File: src/logic/tcu_defines.svh
/*
 * register offsets, field positions, reset values and mode codes of the
 * eight-bit timer compare unit.
 * assumes a 32-bit avalon-mm slave with word-aligned byte addresses.
 */
`ifndef TCU_DEFINES_SVH
`define TCU_DEFINES_SVH

// ****************************************
// register byte offsets
// ****************************************
`define TCU_OFF_CTRL 5'h00
`define TCU_OFF_COUNT 5'h04
`define TCU_OFF_CMPA 5'h08
`define TCU_OFF_CMPB 5'h0c
`define TCU_OFF_FLAGS 5'h10
`define TCU_OFF_IRQEN 5'h14
`define TCU_OFF_ACK 5'h18
`define TCU_OFF_PORT 5'h1c

// ****************************************
// control register fields
// ****************************************
`define TCU_CTRL_MODE_LSB 0
`define TCU_CTRL_ACTA_LSB 4
`define TCU_CTRL_ACTB_LSB 6
`define TCU_CTRL_RUN_BIT 8
`define TCU_CTRL_FORCEA_BIT 16
`define TCU_CTRL_FORCEB_BIT 17

// ****************************************
// flag bits
// ****************************************
`define TCU_FLAG_WRAP 0
`define TCU_FLAG_MA 1
`define TCU_FLAG_MB 2

// ****************************************
// mode codes and limits
// ****************************************
`define TCU_MODE_NORMAL 3'h0
`define TCU_MODE_PC_FF 3'h1
`define TCU_MODE_CTC 3'h2
`define TCU_MODE_FAST_FF 3'h3
`define TCU_MODE_PC_A 3'h5
`define TCU_MODE_FAST_A 3'h7
`define TCU_MAX 8'hff
`define TCU_BOTTOM 8'h00
`define TCU_RST_BYTE 8'h00

`endif

File: src/logic/tcu_pkg.sv
/*
 * types of the eight-bit timer compare unit.
 * assumes tcu_defines.svh supplies the numbers.
 */
package tcu_pkg;

  typedef struct packed {
    logic [7:0] count;
    logic count_down;
    logic [7:0] cmp_a;
    logic [7:0] cmp_b;
    logic [7:0] buf_a;
    logic [7:0] buf_b;
    logic [2:0] mode;
    logic [1:0] act_a;
    logic [1:0] act_b;
    logic run;
    logic [2:0] flags;
    logic [2:0] irq_en;
    logic [1:0] port_data;
    logic [1:0] port_dir;
    logic [1:0] wave;
    logic [1:0] match_pend;
    logic block;
    logic [31:0] rdata;
    logic rvalid;
  } tcu_state_t;

  typedef struct packed {
    logic [1:0] out;
    logic [1:0] oe;
  } tcu_pins_t;

endpackage : tcu_pkg

File: src/logic/tcu_compare_unit.sv
/*
 * two-channel output compare, wave output and 8-bit counter with mode
 * select, behind an avalon-mm slave with waitrequest.
 * assumes tick is a one-cycle timer clock enable on sys_clk from a
 * prescaler outside, and that irq_ack pulses come from the interrupt
 * controller when a vector is taken.
 */
// Local design decisions: the placing of the registers and the Avalon-MM interface to the registers.
`timescale 1ns/10ps
`include "tcu_defines.svh"

module tcu_compare_unit (
  input wire logic sys_clk,
  input wire logic rst_n,
  input wire logic tick,
  input wire logic [4:0] avs_address,
  input wire logic avs_read,
  input wire logic avs_write,
  input wire logic [31:0] avs_writedata,
  input wire logic [3:0] avs_byteenable,
  output logic [31:0] avs_readdata,
  output logic avs_waitrequest,
  input wire logic [2:0] irq_ack,
  output logic [2:0] irq_req,
  input wire logic [1:0] pin_in,
  output logic [1:0] pin_out,
  output logic [1:0] pin_oe,
  output logic [1:0] pin_sync
);

  tcu_pkg::tcu_state_t s_r;
  tcu_pkg::tcu_state_t s_nxt;
  tcu_pkg::tcu_pins_t pins_r;
  tcu_pkg::tcu_pins_t pins_nxt;
  logic [1:0] pin_meta_r;
  logic [1:0] pin_sync_r;

  logic wr;
  logic rd;
  logic pwm;
  logic fast;
  logic [7:0] top;
  logic at_top;
  logic at_bottom;
  logic [1:0] eq;
  logic [7:0] cmp_sel [2];
  logic [1:0] act_sel [2];
  logic tclk;

  // ****************************************
  // decode
  // ****************************************
  // reads answer one cycle after the request, writes with no wait
  assign wr = avs_write && !avs_read;
  assign rd = avs_read && !avs_write;
  assign avs_waitrequest = rd && !s_r.rvalid;
  assign avs_readdata = s_r.rdata;
  assign irq_req = s_r.flags & s_r.irq_en;
  assign pin_out = pins_r.out;
  assign pin_oe = pins_r.oe;
  assign pin_sync = pin_sync_r;

  assign pwm = s_r.mode[0];
  assign fast = s_r.mode[1] && s_r.mode[0];
  assign top = s_r.mode[2] ? s_r.cmp_a : `TCU_MAX;
  assign at_top = (s_r.count == top);
  assign at_bottom = (s_r.count == `TCU_BOTTOM);
  assign cmp_sel[0] = s_r.cmp_a;
  assign cmp_sel[1] = s_r.cmp_b;
  assign act_sel[0] = s_r.act_a;
  assign act_sel[1] = s_r.act_b;
  assign eq[0] = (s_r.count == cmp_sel[0]);
  assign eq[1] = (s_r.count == cmp_sel[1]);
  // run stands in for the clock select, so a stopped timer sees no tick
  assign tclk = tick && s_r.run;

  // ****************************************
  // next state
  // ****************************************
  always_comb begin
    logic [7:0] cnt_next;
    logic dn_next;
    logic cnt_wr;
    logic [1:0] force_s;
    logic [1:0] hit;
    logic reached_bottom;
    logic [1:0] act_new [2];
    logic [1:0] act_use;
    cnt_next = s_r.count;
    dn_next = s_r.count_down;
    cnt_wr = wr && avs_address == `TCU_OFF_COUNT && avs_byteenable[0];
    force_s = 2'h0;
    hit = 2'h0;
    reached_bottom = 1'b0;
    act_new[0] = s_r.act_a;
    act_new[1] = s_r.act_b;
    act_use = 2'h0;
    s_nxt = s_r;
    s_nxt.rvalid = 1'b0;

    // counting depends on the mode bits, and on compare a for ctc and the a-top modes
    if (tclk) begin
      case (s_r.mode)
        `TCU_MODE_NORMAL: cnt_next = s_r.count + 8'h01;
        `TCU_MODE_CTC: cnt_next = eq[0] ? `TCU_BOTTOM
                                         : s_r.count + 8'h01;
        `TCU_MODE_FAST_FF, `TCU_MODE_FAST_A:
          cnt_next = at_top ? `TCU_BOTTOM : s_r.count + 8'h01;
        `TCU_MODE_PC_FF, `TCU_MODE_PC_A: begin
          if (!s_r.count_down && at_top) begin
            dn_next = 1'b1;
            cnt_next = s_r.count - 8'h01;
          end else if (s_r.count_down && at_bottom) begin
            dn_next = 1'b0;
            cnt_next = s_r.count + 8'h01;
          end else begin
            cnt_next = s_r.count_down ? s_r.count - 8'h01
                                      : s_r.count + 8'h01;
          end
        end
        default: cnt_next = s_r.count + 8'h01;
      endcase
      reached_bottom = (cnt_next == `TCU_BOTTOM) && !at_bottom;
      // a clear on match is no overflow; ctc flags only max to zero
      if (s_r.mode == `TCU_MODE_CTC)
        reached_bottom = reached_bottom && (s_r.count == `TCU_MAX);
      // wrap flag: normal/ctc on overflow, fast at top, pc at bottom
      if (fast ? at_top : reached_bottom)
        s_nxt.flags[`TCU_FLAG_WRAP] = 1'b1;
      // buffered compare loads at top (fast) or bottom (pc)
      if (pwm && (fast ? at_top : reached_bottom)) begin
        s_nxt.cmp_a = s_r.buf_a;
        s_nxt.cmp_b = s_r.buf_b;
      end
    end
    s_nxt.count = cnt_next;
    s_nxt.count_down = dn_next;

    // matches are taken on the tick, blocked after a counter write
    // the block lasts until a real timer tick, even while stopped
    if (tclk && !s_r.block)
      hit = eq;
    if (tclk)
      s_nxt.block = 1'b0;

    // flag sets one tick later via the pending register
    if (tclk) begin
      if (s_r.match_pend[0]) s_nxt.flags[`TCU_FLAG_MA] = 1'b1;
      if (s_r.match_pend[1]) s_nxt.flags[`TCU_FLAG_MB] = 1'b1;
      s_nxt.match_pend = hit;
    end

    // ****************************************
    // register writes
    // ****************************************
    if (wr) begin
      case (avs_address)
        `TCU_OFF_CTRL: begin
          if (avs_byteenable[0]) begin
            s_nxt.mode = avs_writedata[`TCU_CTRL_MODE_LSB +: 3];
            s_nxt.act_a = avs_writedata[`TCU_CTRL_ACTA_LSB +: 2];
            s_nxt.act_b = avs_writedata[`TCU_CTRL_ACTB_LSB +: 2];
          end
          if (avs_byteenable[1])
            s_nxt.run = avs_writedata[`TCU_CTRL_RUN_BIT];
          // strobes are not stored anywhere
          if (avs_byteenable[2] && !pwm)
            force_s = {avs_writedata[`TCU_CTRL_FORCEB_BIT],
                       avs_writedata[`TCU_CTRL_FORCEA_BIT]};
        end
        `TCU_OFF_COUNT: begin
          if (cnt_wr) begin
            s_nxt.count = avs_writedata[7:0];
            s_nxt.block = 1'b1;
          end
        end
        `TCU_OFF_CMPA: begin
          if (avs_byteenable[0]) begin
            s_nxt.buf_a = avs_writedata[7:0];
            if (!pwm) s_nxt.cmp_a = avs_writedata[7:0];
          end
        end
        `TCU_OFF_CMPB: begin
          if (avs_byteenable[0]) begin
            s_nxt.buf_b = avs_writedata[7:0];
            if (!pwm) s_nxt.cmp_b = avs_writedata[7:0];
          end
        end
        `TCU_OFF_IRQEN: begin
          if (avs_byteenable[0]) s_nxt.irq_en = avs_writedata[2:0];
        end
        `TCU_OFF_PORT: begin
          if (avs_byteenable[0]) begin
            s_nxt.port_data = avs_writedata[1:0];
            s_nxt.port_dir = avs_writedata[5:4];
          end
        end
        default: ;
      endcase
    end
    // a force acts with the action written in the same access
    act_new[0] = s_nxt.act_a;
    act_new[1] = s_nxt.act_b;

    // software and service clears; a same-cycle set wins only when the flag was clear
    for (int i = 0; i < 3; i++) begin
      if ((wr && avs_address == `TCU_OFF_FLAGS && avs_byteenable[0]
           && avs_writedata[i]) || irq_ack[i]) begin
        if (!(s_nxt.flags[i] && !s_r.flags[i]))
          s_nxt.flags[i] = 1'b0;
      end
    end

    // ****************************************
    // wave output
    // ****************************************
    // the wave register is never reset by a mode change
    for (int c = 0; c < 2; c++) begin
      act_use = force_s[c] ? act_new[c] : act_sel[c];
      if (hit[c] || force_s[c]) begin
        if (!pwm) begin
          case (act_use)
            2'h1: s_nxt.wave[c] = !s_r.wave[c];
            2'h2: s_nxt.wave[c] = 1'b0;
            2'h3: s_nxt.wave[c] = 1'b1;
            default: ;
          endcase
        end else if (act_sel[c][1]) begin
          if (fast)
            s_nxt.wave[c] = act_sel[c][0];
          else
            s_nxt.wave[c] = act_sel[c][0] ^ s_r.count_down;
        end
      end
      if (pwm && fast && tclk && at_top && act_sel[c][1]
          && !hit[c])
        s_nxt.wave[c] = !act_sel[c][0];
    end

    // ****************************************
    // read data
    // ****************************************
    s_nxt.rdata = 32'h0;
    if (rd && !s_r.rvalid) begin
      s_nxt.rvalid = 1'b1;
      case (avs_address)
        `TCU_OFF_CTRL: s_nxt.rdata = {23'h0, s_r.run, s_r.act_b,
                                      s_r.act_a, 1'b0, s_r.mode};
        `TCU_OFF_COUNT: s_nxt.rdata = {24'h0, s_r.count};
        `TCU_OFF_CMPA: s_nxt.rdata = {24'h0, pwm ? s_r.buf_a : s_r.cmp_a};
        `TCU_OFF_CMPB: s_nxt.rdata = {24'h0, pwm ? s_r.buf_b : s_r.cmp_b};
        `TCU_OFF_FLAGS: s_nxt.rdata = {29'h0, s_r.flags};
        `TCU_OFF_IRQEN: s_nxt.rdata = {29'h0, s_r.irq_en};
        `TCU_OFF_PORT: s_nxt.rdata = {24'h0, 2'h0, s_r.port_dir, 2'h0,
                                      s_r.port_data};
        default: s_nxt.rdata = 32'h0;
      endcase
    end
  end

  // ****************************************
  // pin mux
  // ****************************************
  always_comb begin
    for (int c = 0; c < 2; c++) begin
      // override independent of mode
      pins_nxt.out[c] = (act_sel[c] != 2'h0) ? s_r.wave[c]
                                             : s_r.port_data[c];
      pins_nxt.oe[c] = s_r.port_dir[c];
    end
  end

  always_ff @(posedge sys_clk or negedge rst_n) begin
    if (!rst_n) begin
      s_r <= '0;
      pins_r <= '0;
      pin_meta_r <= 2'h0;
      pin_sync_r <= 2'h0;
    end else begin
      s_r <= s_nxt;
      pins_r <= pins_nxt;
      pin_meta_r <= pin_in;
      pin_sync_r <= pin_meta_r;
    end
  end

endmodule : tcu_compare_unit

File: config.mk
export PLATFORM = sky130hd
export DESIGN_NAME = tcu_compare_unit
export DESIGN_NICKNAME = d
export VERILOG_FILES = /design/src/logic/tcu_pkg.sv /design/src/logic/tcu_compare_unit.sv
export VERILOG_INCLUDE_DIRS = /design/src /design/src/logic
export SDC_FILE = /design/constraint.sdc
export NUM_CORES = 1
export LEC_CHECK = 0
export BUFFER_PORTS_ARGS = -buffer_cell sky130_fd_sc_hd__buf_2
export CORE_ASPECT_RATIO = 1.1
export CORE_MARGIN = 2
export CORE_UTILIZATION = 40
export CTS_CLUSTER_DIAMETER = 60
export CTS_CLUSTER_SIZE = 28
export DETAILED_ROUTE_END_ITERATION = 10
export PLACE_DENSITY = 0.59
export SLEW_MARGIN = 10
export SYNTH_ARGS = -nofsm -noshare
export SYNTH_HDL_FRONTEND = slang
export SYNTH_SLANG_ARGS = --single-unit
File: constraint.sdc
create_clock -name sys_clk -period 4.5 [get_ports sys_clk]
set_input_delay 0.9 -clock sys_clk [delete_from_list [all_inputs] [get_ports sys_clk]]
set_output_delay 0.9 -clock sys_clk [all_outputs]
set_load 0.05 [all_outputs]
Word level (Yosys, flattened, before mapping)
Cells that the tools add are included.
{"block": "word_totals", "in_bits": 51, "reg_bits": 105, "word_cells": 195}
{"block": "classes", "n_mux": 72, "add_sub_neg": 2, "eq_ne": 23, "n_bitwise": 3, "reduce_logical": 71}
{"op": "8-bit 2-to-1 mux", "count": 24}
{"op": "9-bit one-hot mux with 7 select lines", "count": 1}
{"op": "40-bit 2-to-1 mux", "count": 1}
{"op": "1-bit 2-to-1 mux", "count": 32}
{"op": "16-bit 2-to-1 mux", "count": 2}
{"op": "1-bit logical AND", "count": 29}
{"op": "3-bit AND reduction", "count": 9}
{"op": "8-bit == test", "count": 3}
{"op": "8-bit one-hot mux with 3 select lines", "count": 1}
{"op": "1-bit logical NOT", "count": 16}
{"op": "8-bit logical NOT", "count": 2}
{"op": "5-bit == test (second input constant)", "count": 3}
{"op": "2-bit 2-to-1 mux", "count": 7}
{"op": "5-bit by 4-bit == test with 1-bit output (second input constant)", "count": 2}
{"op": "10-bit 2-to-1 mux", "count": 1}
{"op": "2-bit nonzero test", "count": 5}
{"op": "5-bit nonzero test", "count": 2}
{"op": "8-bit by 1-bit adder with 8-bit output (second input constant)", "count": 1}
{"op": "2-bit == test (second input constant)", "count": 4}
{"op": "8-bit == test (second input constant)", "count": 1}
{"op": "8-bit by 1-bit subtractor with 8-bit output (second input constant)", "count": 1}
{"op": "7-bit 2-to-1 mux", "count": 1}
{"op": "3-bit by 2-bit == test with 1-bit output (second input constant)", "count": 2}
{"op": "3-bit == test (second input constant)", "count": 2}
{"op": "10 further kinds", "count": 19}

Logic depth before layout (Yosys ltp)
{"block": "depth", "ltp_word": 25, "mapped_depth": 14}

Worst setup path before layout
No wires, ideal clock.
{"block": "synth_timing", "path_type": "input -> register", "from": "input avs_address[4]", "to": "register s_r[37] (netlist bit)", "t_arrival_ps": 3117, "setup_slack_ps": 1306, "required_ps": 4423, "setup_ps": 77, "cell_stages": 9, "cell_sequence": "nor4_1 -> nor2b_1 -> and2_1 -> buf_2 -> and3_1 -> mux2i_1 -> a2111oi_0 -> a211oi_1 -> a21oi_1"}
{"block": "synth_between", "elab_chain_len": 9, "elab_cells_between_ends": 17, "classes_between": "3 x eq/ne; 9 x mux; 5 x reduce/logical"}
{"element": "start, declared", "line": "tcu_compare_unit.sv:16", "rtl": "input wire logic [4:0] avs_address,"}
{"element": "5-bit logical NOT *", "line": "tcu_compare_unit.sv:157", "rtl": "case (avs_address)"}
{"element": "8-bit 2-to-1 mux or 2-bit 2-to-1 mux (tied branches)", "line": "tcu_compare_unit.sv:157"}
{"element": "40-bit 2-to-1 mux or 2-bit 2-to-1 mux (tied branches)", "line": "tcu_compare_unit.sv:156", "rtl": "if (wr) begin"}
{"element": "2-bit 2-to-1 mux", "line": "tcu_compare_unit.sv:219", "rtl": "act_use = force_s[c] ? act_new[c] : act_sel[c];"}
{"element": "2-bit == test or 2-bit by 1-bit == test with 1-bit output (tied branches)", "line": "tcu_compare_unit.sv:222", "rtl": "case (act_use)"}
{"element": "1-bit one-hot mux with 3 select lines", "line": "tcu_compare_unit.sv:222"}
{"element": "1-bit 2-to-1 mux", "line": "tcu_compare_unit.sv:221", "rtl": "if (!pwm) begin"}
{"element": "1-bit 2-to-1 mux", "line": "tcu_compare_unit.sv:220", "rtl": "if (hit[c] || force_s[c]) begin"}
{"element": "1-bit 2-to-1 mux", "line": "tcu_compare_unit.sv:235", "rtl": "if (pwm && fast && tclk && at_top && act_sel[c][1]"}
{"element": "end signal, assigned", "line": "tcu_compare_unit.sv:280", "rtl": "s_r <= s_nxt;"}
{"element": "end, declared", "line": "tcu_compare_unit.sv:31", "rtl": "tcu_pkg::tcu_state_t s_r;"}
Mark *: on every way between the ends. The rest lies on a longest branch, timed or not. The select of a mux whose other input is x is not followed.
A chain may end at the register's enable or synchronous reset.

==> implementation parameters <==
Parameter                              Value

Routing
  DR pass1 iterations ... 5
  DRC violation count after routing ... 0
  Detailed Route Iter0 Violations ... 345
  DRT antenna net count ... 0
  Routed via count ... 4588
  Total Wirelength ... 15200 um
  Drt wl/cell ... 19.8 um
  Vias/cell ... 5.97

Clock network
  Master cell of the clock root buffer ... sky130_fd_sc_hd__clkbuf_16
  Number of H-tree levels ... 3
  Insertion delay of the later-clocked pin in the worst-skew pair ... 0.35 ns
  Cts hold-fix bufs ... 0
  Clock-pin slew of the registers on the worst-case setup and hold paths ... 0.06 ns
  Num CTS Buffers ... 9
  Setup repair bufs after CTS ... 0
  Maximum clock insertion buffer count ... 2
  CTS Sinks ... 82
  Post-CTS resize count ... 0
  Clock tree from TritonCTS ... done

Run status
  Run status ... finished clean

Timing
  Normalized max-slew margin ... 29.9%
  Summed negative setup slack over all endpoints ... 0 ns
  Setup violation total in the final timing report ... 0
  Number of endpoints with negative hold slack in the final report ... 0
  Slack of the critical path ... 0.684 ns
  Maximum operating frequency ... 262 MHz
  Part of the cycle the worst path needs ... 84.8%
  Worst hold slack ... 0.350 ns
  Shortest period the worst path allows ... 3.82 ns
  Maximum clock skew at final layout ... 0.00829 ns
  Final Slew Violations ... 0
  Transition time at the pin with the least slew margin ... 1.05 ns
  RSZ-0062 raised after global routing ... no

GRT
  Overflow left after global routing ... 0
  Global-route wire length before repair ... 24300 um
  Antenna violations before repair ... 0
  Total Routing Usage GR ... 22.0%
  Number of global-route vias before repair ... 4394
  Largest net degree at the start of global routing ... 83

Synthesis
  Post-synthesis compound-gate area fraction ... 20.7%
  Post-synthesis share of cell area spent on full adders, half adders and majority gates ... 0.703%
  Share of synthesized flip-flops with an asynchronous set or reset ... 100%
  Top_reg_cell synth ... sky130_fd_sc_hd__dfrtp_1
  Cell area after synthesis ... 5340 um^2
  Multiplexer share of the synthesized area ... 11.9%
  Most area-hungry cell type in the Yosys netlist ... sky130_fd_sc_hd__dfrtp_1
  Count of unique library cells instantiated by Yosys ... 64
  Post-synthesis simple-gate area fraction ... 17.6%
  Average cell area after synthesis ... 9.20 um^2
  Post-synthesis cell count ... 580
  XOR/XNOR share of the synthesized area ... 2.13%
  Sequential-to-total area share from yosys stat ... 38.4%
  Top cell type's share of synthesized area ... 38.4%
  Ys Warns ... 0
  Top area cells in the synthesized netlist ... sky130_fd_sc_hd__dfrtp_1 (38%), sky130_fd_sc_hd__mux2_2 (7.2%), sky130_fd_sc_hd__mux2i_1 (4.7%)
  Largest family of logic cells by synthesized area ... compound AO/OA/AOI/OAI gates
  Number of enable-type register cells in the synthesized netlist ... 0
  Number of flip-flops and latches in the synthesized netlist ... 82

Finish
  Post-route standard cell area excluding fillers ... 5870 um^2
  Layout cell share with drive strength beyond 1 ... 21.9%
  Area overhead of the layout relative to synthesis ... 9.92%
  Utilization after layout ... 44.8%
  Number of antenna repair diodes ... 0
  # nets final ... 657

Power
  Leakage ... 2.69 nW
  Peak supply drop ... 0.181 mV
  Total power per unit cell area ... 402 nW/um^2

Setup path
  Worst flop-to-flop path startpoint ... s_r[93]
  Number of cell instances on the worst register-to-register path ... 9
  Total buffers and inverters traversed by the critical path ... 1
  Critical path startpoint category ... register
  Series of cell instances along the critical path ... or4_1 -> or4b_4 -> a22oi_4 -> nand2b_1 -> o22ai_1 -> a211oi_2 -> a31oi_2 -> buf_4 -> o311a_1
  Highest cell delay on the worst timing path ... 0.63 ns
  Required time of the worst setup path ... 4.73 ns
  Maximum fanout along the worst path ... 33
  Worst path slowest cell ... sky130_fd_sc_hd__or4_1
  Class of the most critical setup path ... register to register
  Critical path capture point type ... register
  Kind of cell adding the most delay to the critical path ... simple AND/OR/NAND/NOR gates
  Setup slack, reg-to-reg ... 0.68 ns
  WP data arrival ... 4.05 ns
  Capture point of the worst reg-to-reg path ... cmp_sel[6]

Placed design
  Cell area after placement ... 5560 um^2
  DP Wirelength ... 10700 um
  Worst slack, placed ... 0.740 ns
  Global placer's final weighted congestion ... 0.871
  Total of buffers placed on input and output ports ... 47

Floorplan
  Initial standard-cell utilization of the core ... 40.7%
  Num ports ... 93
  Placeable core region ... 13100 um^2
  Total Die Area ... 14300 um^2
  Vertical extent of the die ... 125 um
  Die extent in x ... 114 um
  Number of placement rows ... 44

Worst hold path
  Cells on Worst Hold Path ... 0
  Hold Startpoint ... pin_meta_r[1]
  Hold Path End ... pin_sync[1]
  Hold Path Class ... register to register

Flow run
  Max-cap violations ... 0
## registers in the layout, summed over array words and instances, names as in the netlist
name	cells
pins_nxt	2
pin_out	2
act_sel	4
avs_readdata	9
pwm	1
pin_meta_r	2
pin_sync	2
cmp_sel	16
s_r	42
pin_oe	2
## cell families (layout without fill, tap and decap cells)
group	count (synthesis)	count (layout)
AOI/OAI and AO/OA	145	145
muxes	59	59
and+or+nand+nor	194	194
xor gates and xnor gates	13	13
adders and majority gates	3	3
other	1	23
buffers and inverters	83	89
DFF	82	82
## worst max-delay path by stage
stage                   start          to  slack [ns]  depth (start not counted)
6_report              s_r[93]  cmp_sel[6]        0.68                          9
5_1_grt               s_r[92]  cmp_sel[9]        0.43                         12
4_1_cts               s_r[93]  cmp_sel[9]        0.72                         10
3_5_place_dp          s_r[93]  cmp_sel[9]        0.74                         10
3_3_place_gp          s_r[93]  cmp_sel[4]        0.78                          9
2_1_floorplan  avs_address[4]     s_r[37]        1.31                          9
## per-layer routing
layer  track usage, %  vias to the layer above  share of wire [%]
met2             34.0                      169                 46
met3             3.05                       38                5.5
li1                 -                     2121                  -
met5                0                        -                  0
met1             30.1                     2260                 45
met4             11.0                        0                3.7
## placed cells by master (no fill, tap or decap), types with 8 or more instances in the layout
master                       n
sky130_fd_sc_hd__o311a_1     8
sky130_fd_sc_hd__o22ai_1    16
sky130_fd_sc_hd__clkbuf_16   9
sky130_fd_sc_hd__buf_4      15
sky130_fd_sc_hd__conb_1     23
sky130_fd_sc_hd__a22oi_1     8
sky130_fd_sc_hd__mux2i_1    25
sky130_fd_sc_hd__o211ai_1    8
sky130_fd_sc_hd__nor2_1     46
sky130_fd_sc_hd__inv_1      10
sky130_fd_sc_hd__nand2_1    57
sky130_fd_sc_hd__mux2_2     34
sky130_fd_sc_hd__nand3_1    13
sky130_fd_sc_hd__xor2_1      8
sky130_fd_sc_hd__nor4_1      9
sky130_fd_sc_hd__a21oi_1    28
sky130_fd_sc_hd__o21ai_0    29
sky130_fd_sc_hd__dfrtp_1    82
sky130_fd_sc_hd__nor3_1     25
sky130_fd_sc_hd__buf_2      46
## cell type report
type	instances	area, um^2
clock buffers	10	239
well taps	161	201
flip-flops and latches	82	2050
multi-input cells	437	2920
repair buffers	61	343
clock inverters	6	71.3
inverters	12	45.0
fillers	1286	7240
## cell usage after synthesis (8+ instances only)
library cell	instances
sky130_fd_sc_hd__xor2_1	8
sky130_fd_sc_hd__nor4_1	9
sky130_fd_sc_hd__o21ai_0	29
sky130_fd_sc_hd__mux2i_1	25
sky130_fd_sc_hd__mux2_2	34
sky130_fd_sc_hd__a22oi_1	8
sky130_fd_sc_hd__nand3_1	13
sky130_fd_sc_hd__o211ai_1	8
sky130_fd_sc_hd__a21oi_1	28
sky130_fd_sc_hd__nor2_1	46
sky130_fd_sc_hd__nor3_1	25
sky130_fd_sc_hd__nand2_1	57
sky130_fd_sc_hd__buf_4	33
sky130_fd_sc_hd__dfrtp_1	82
sky130_fd_sc_hd__o22ai_1	16
sky130_fd_sc_hd__inv_1	10
sky130_fd_sc_hd__clkbuf_1	25
sky130_fd_sc_hd__o311a_1	8
## stage by stage
stage / power, mW / instances
floorplan: 1.40 / 602
global placement: 1.58 / 753
detailed placement: 1.59 / 753
CTS: 2.36 / 769
global route: 2.48 / 769
finish: 2.36 / 769
## power by group
part	total, mW	internal [mW]	switching (mW)	leakage [nW]
registers	0.900	0.801	0.0982	1.11
logic	0.688	0.249	0.440	1.44
clock network	0.770	0.452	0.318	0.151
total	2.36	1.50	0.856	2.69
(Power assumes the default switching activity.)
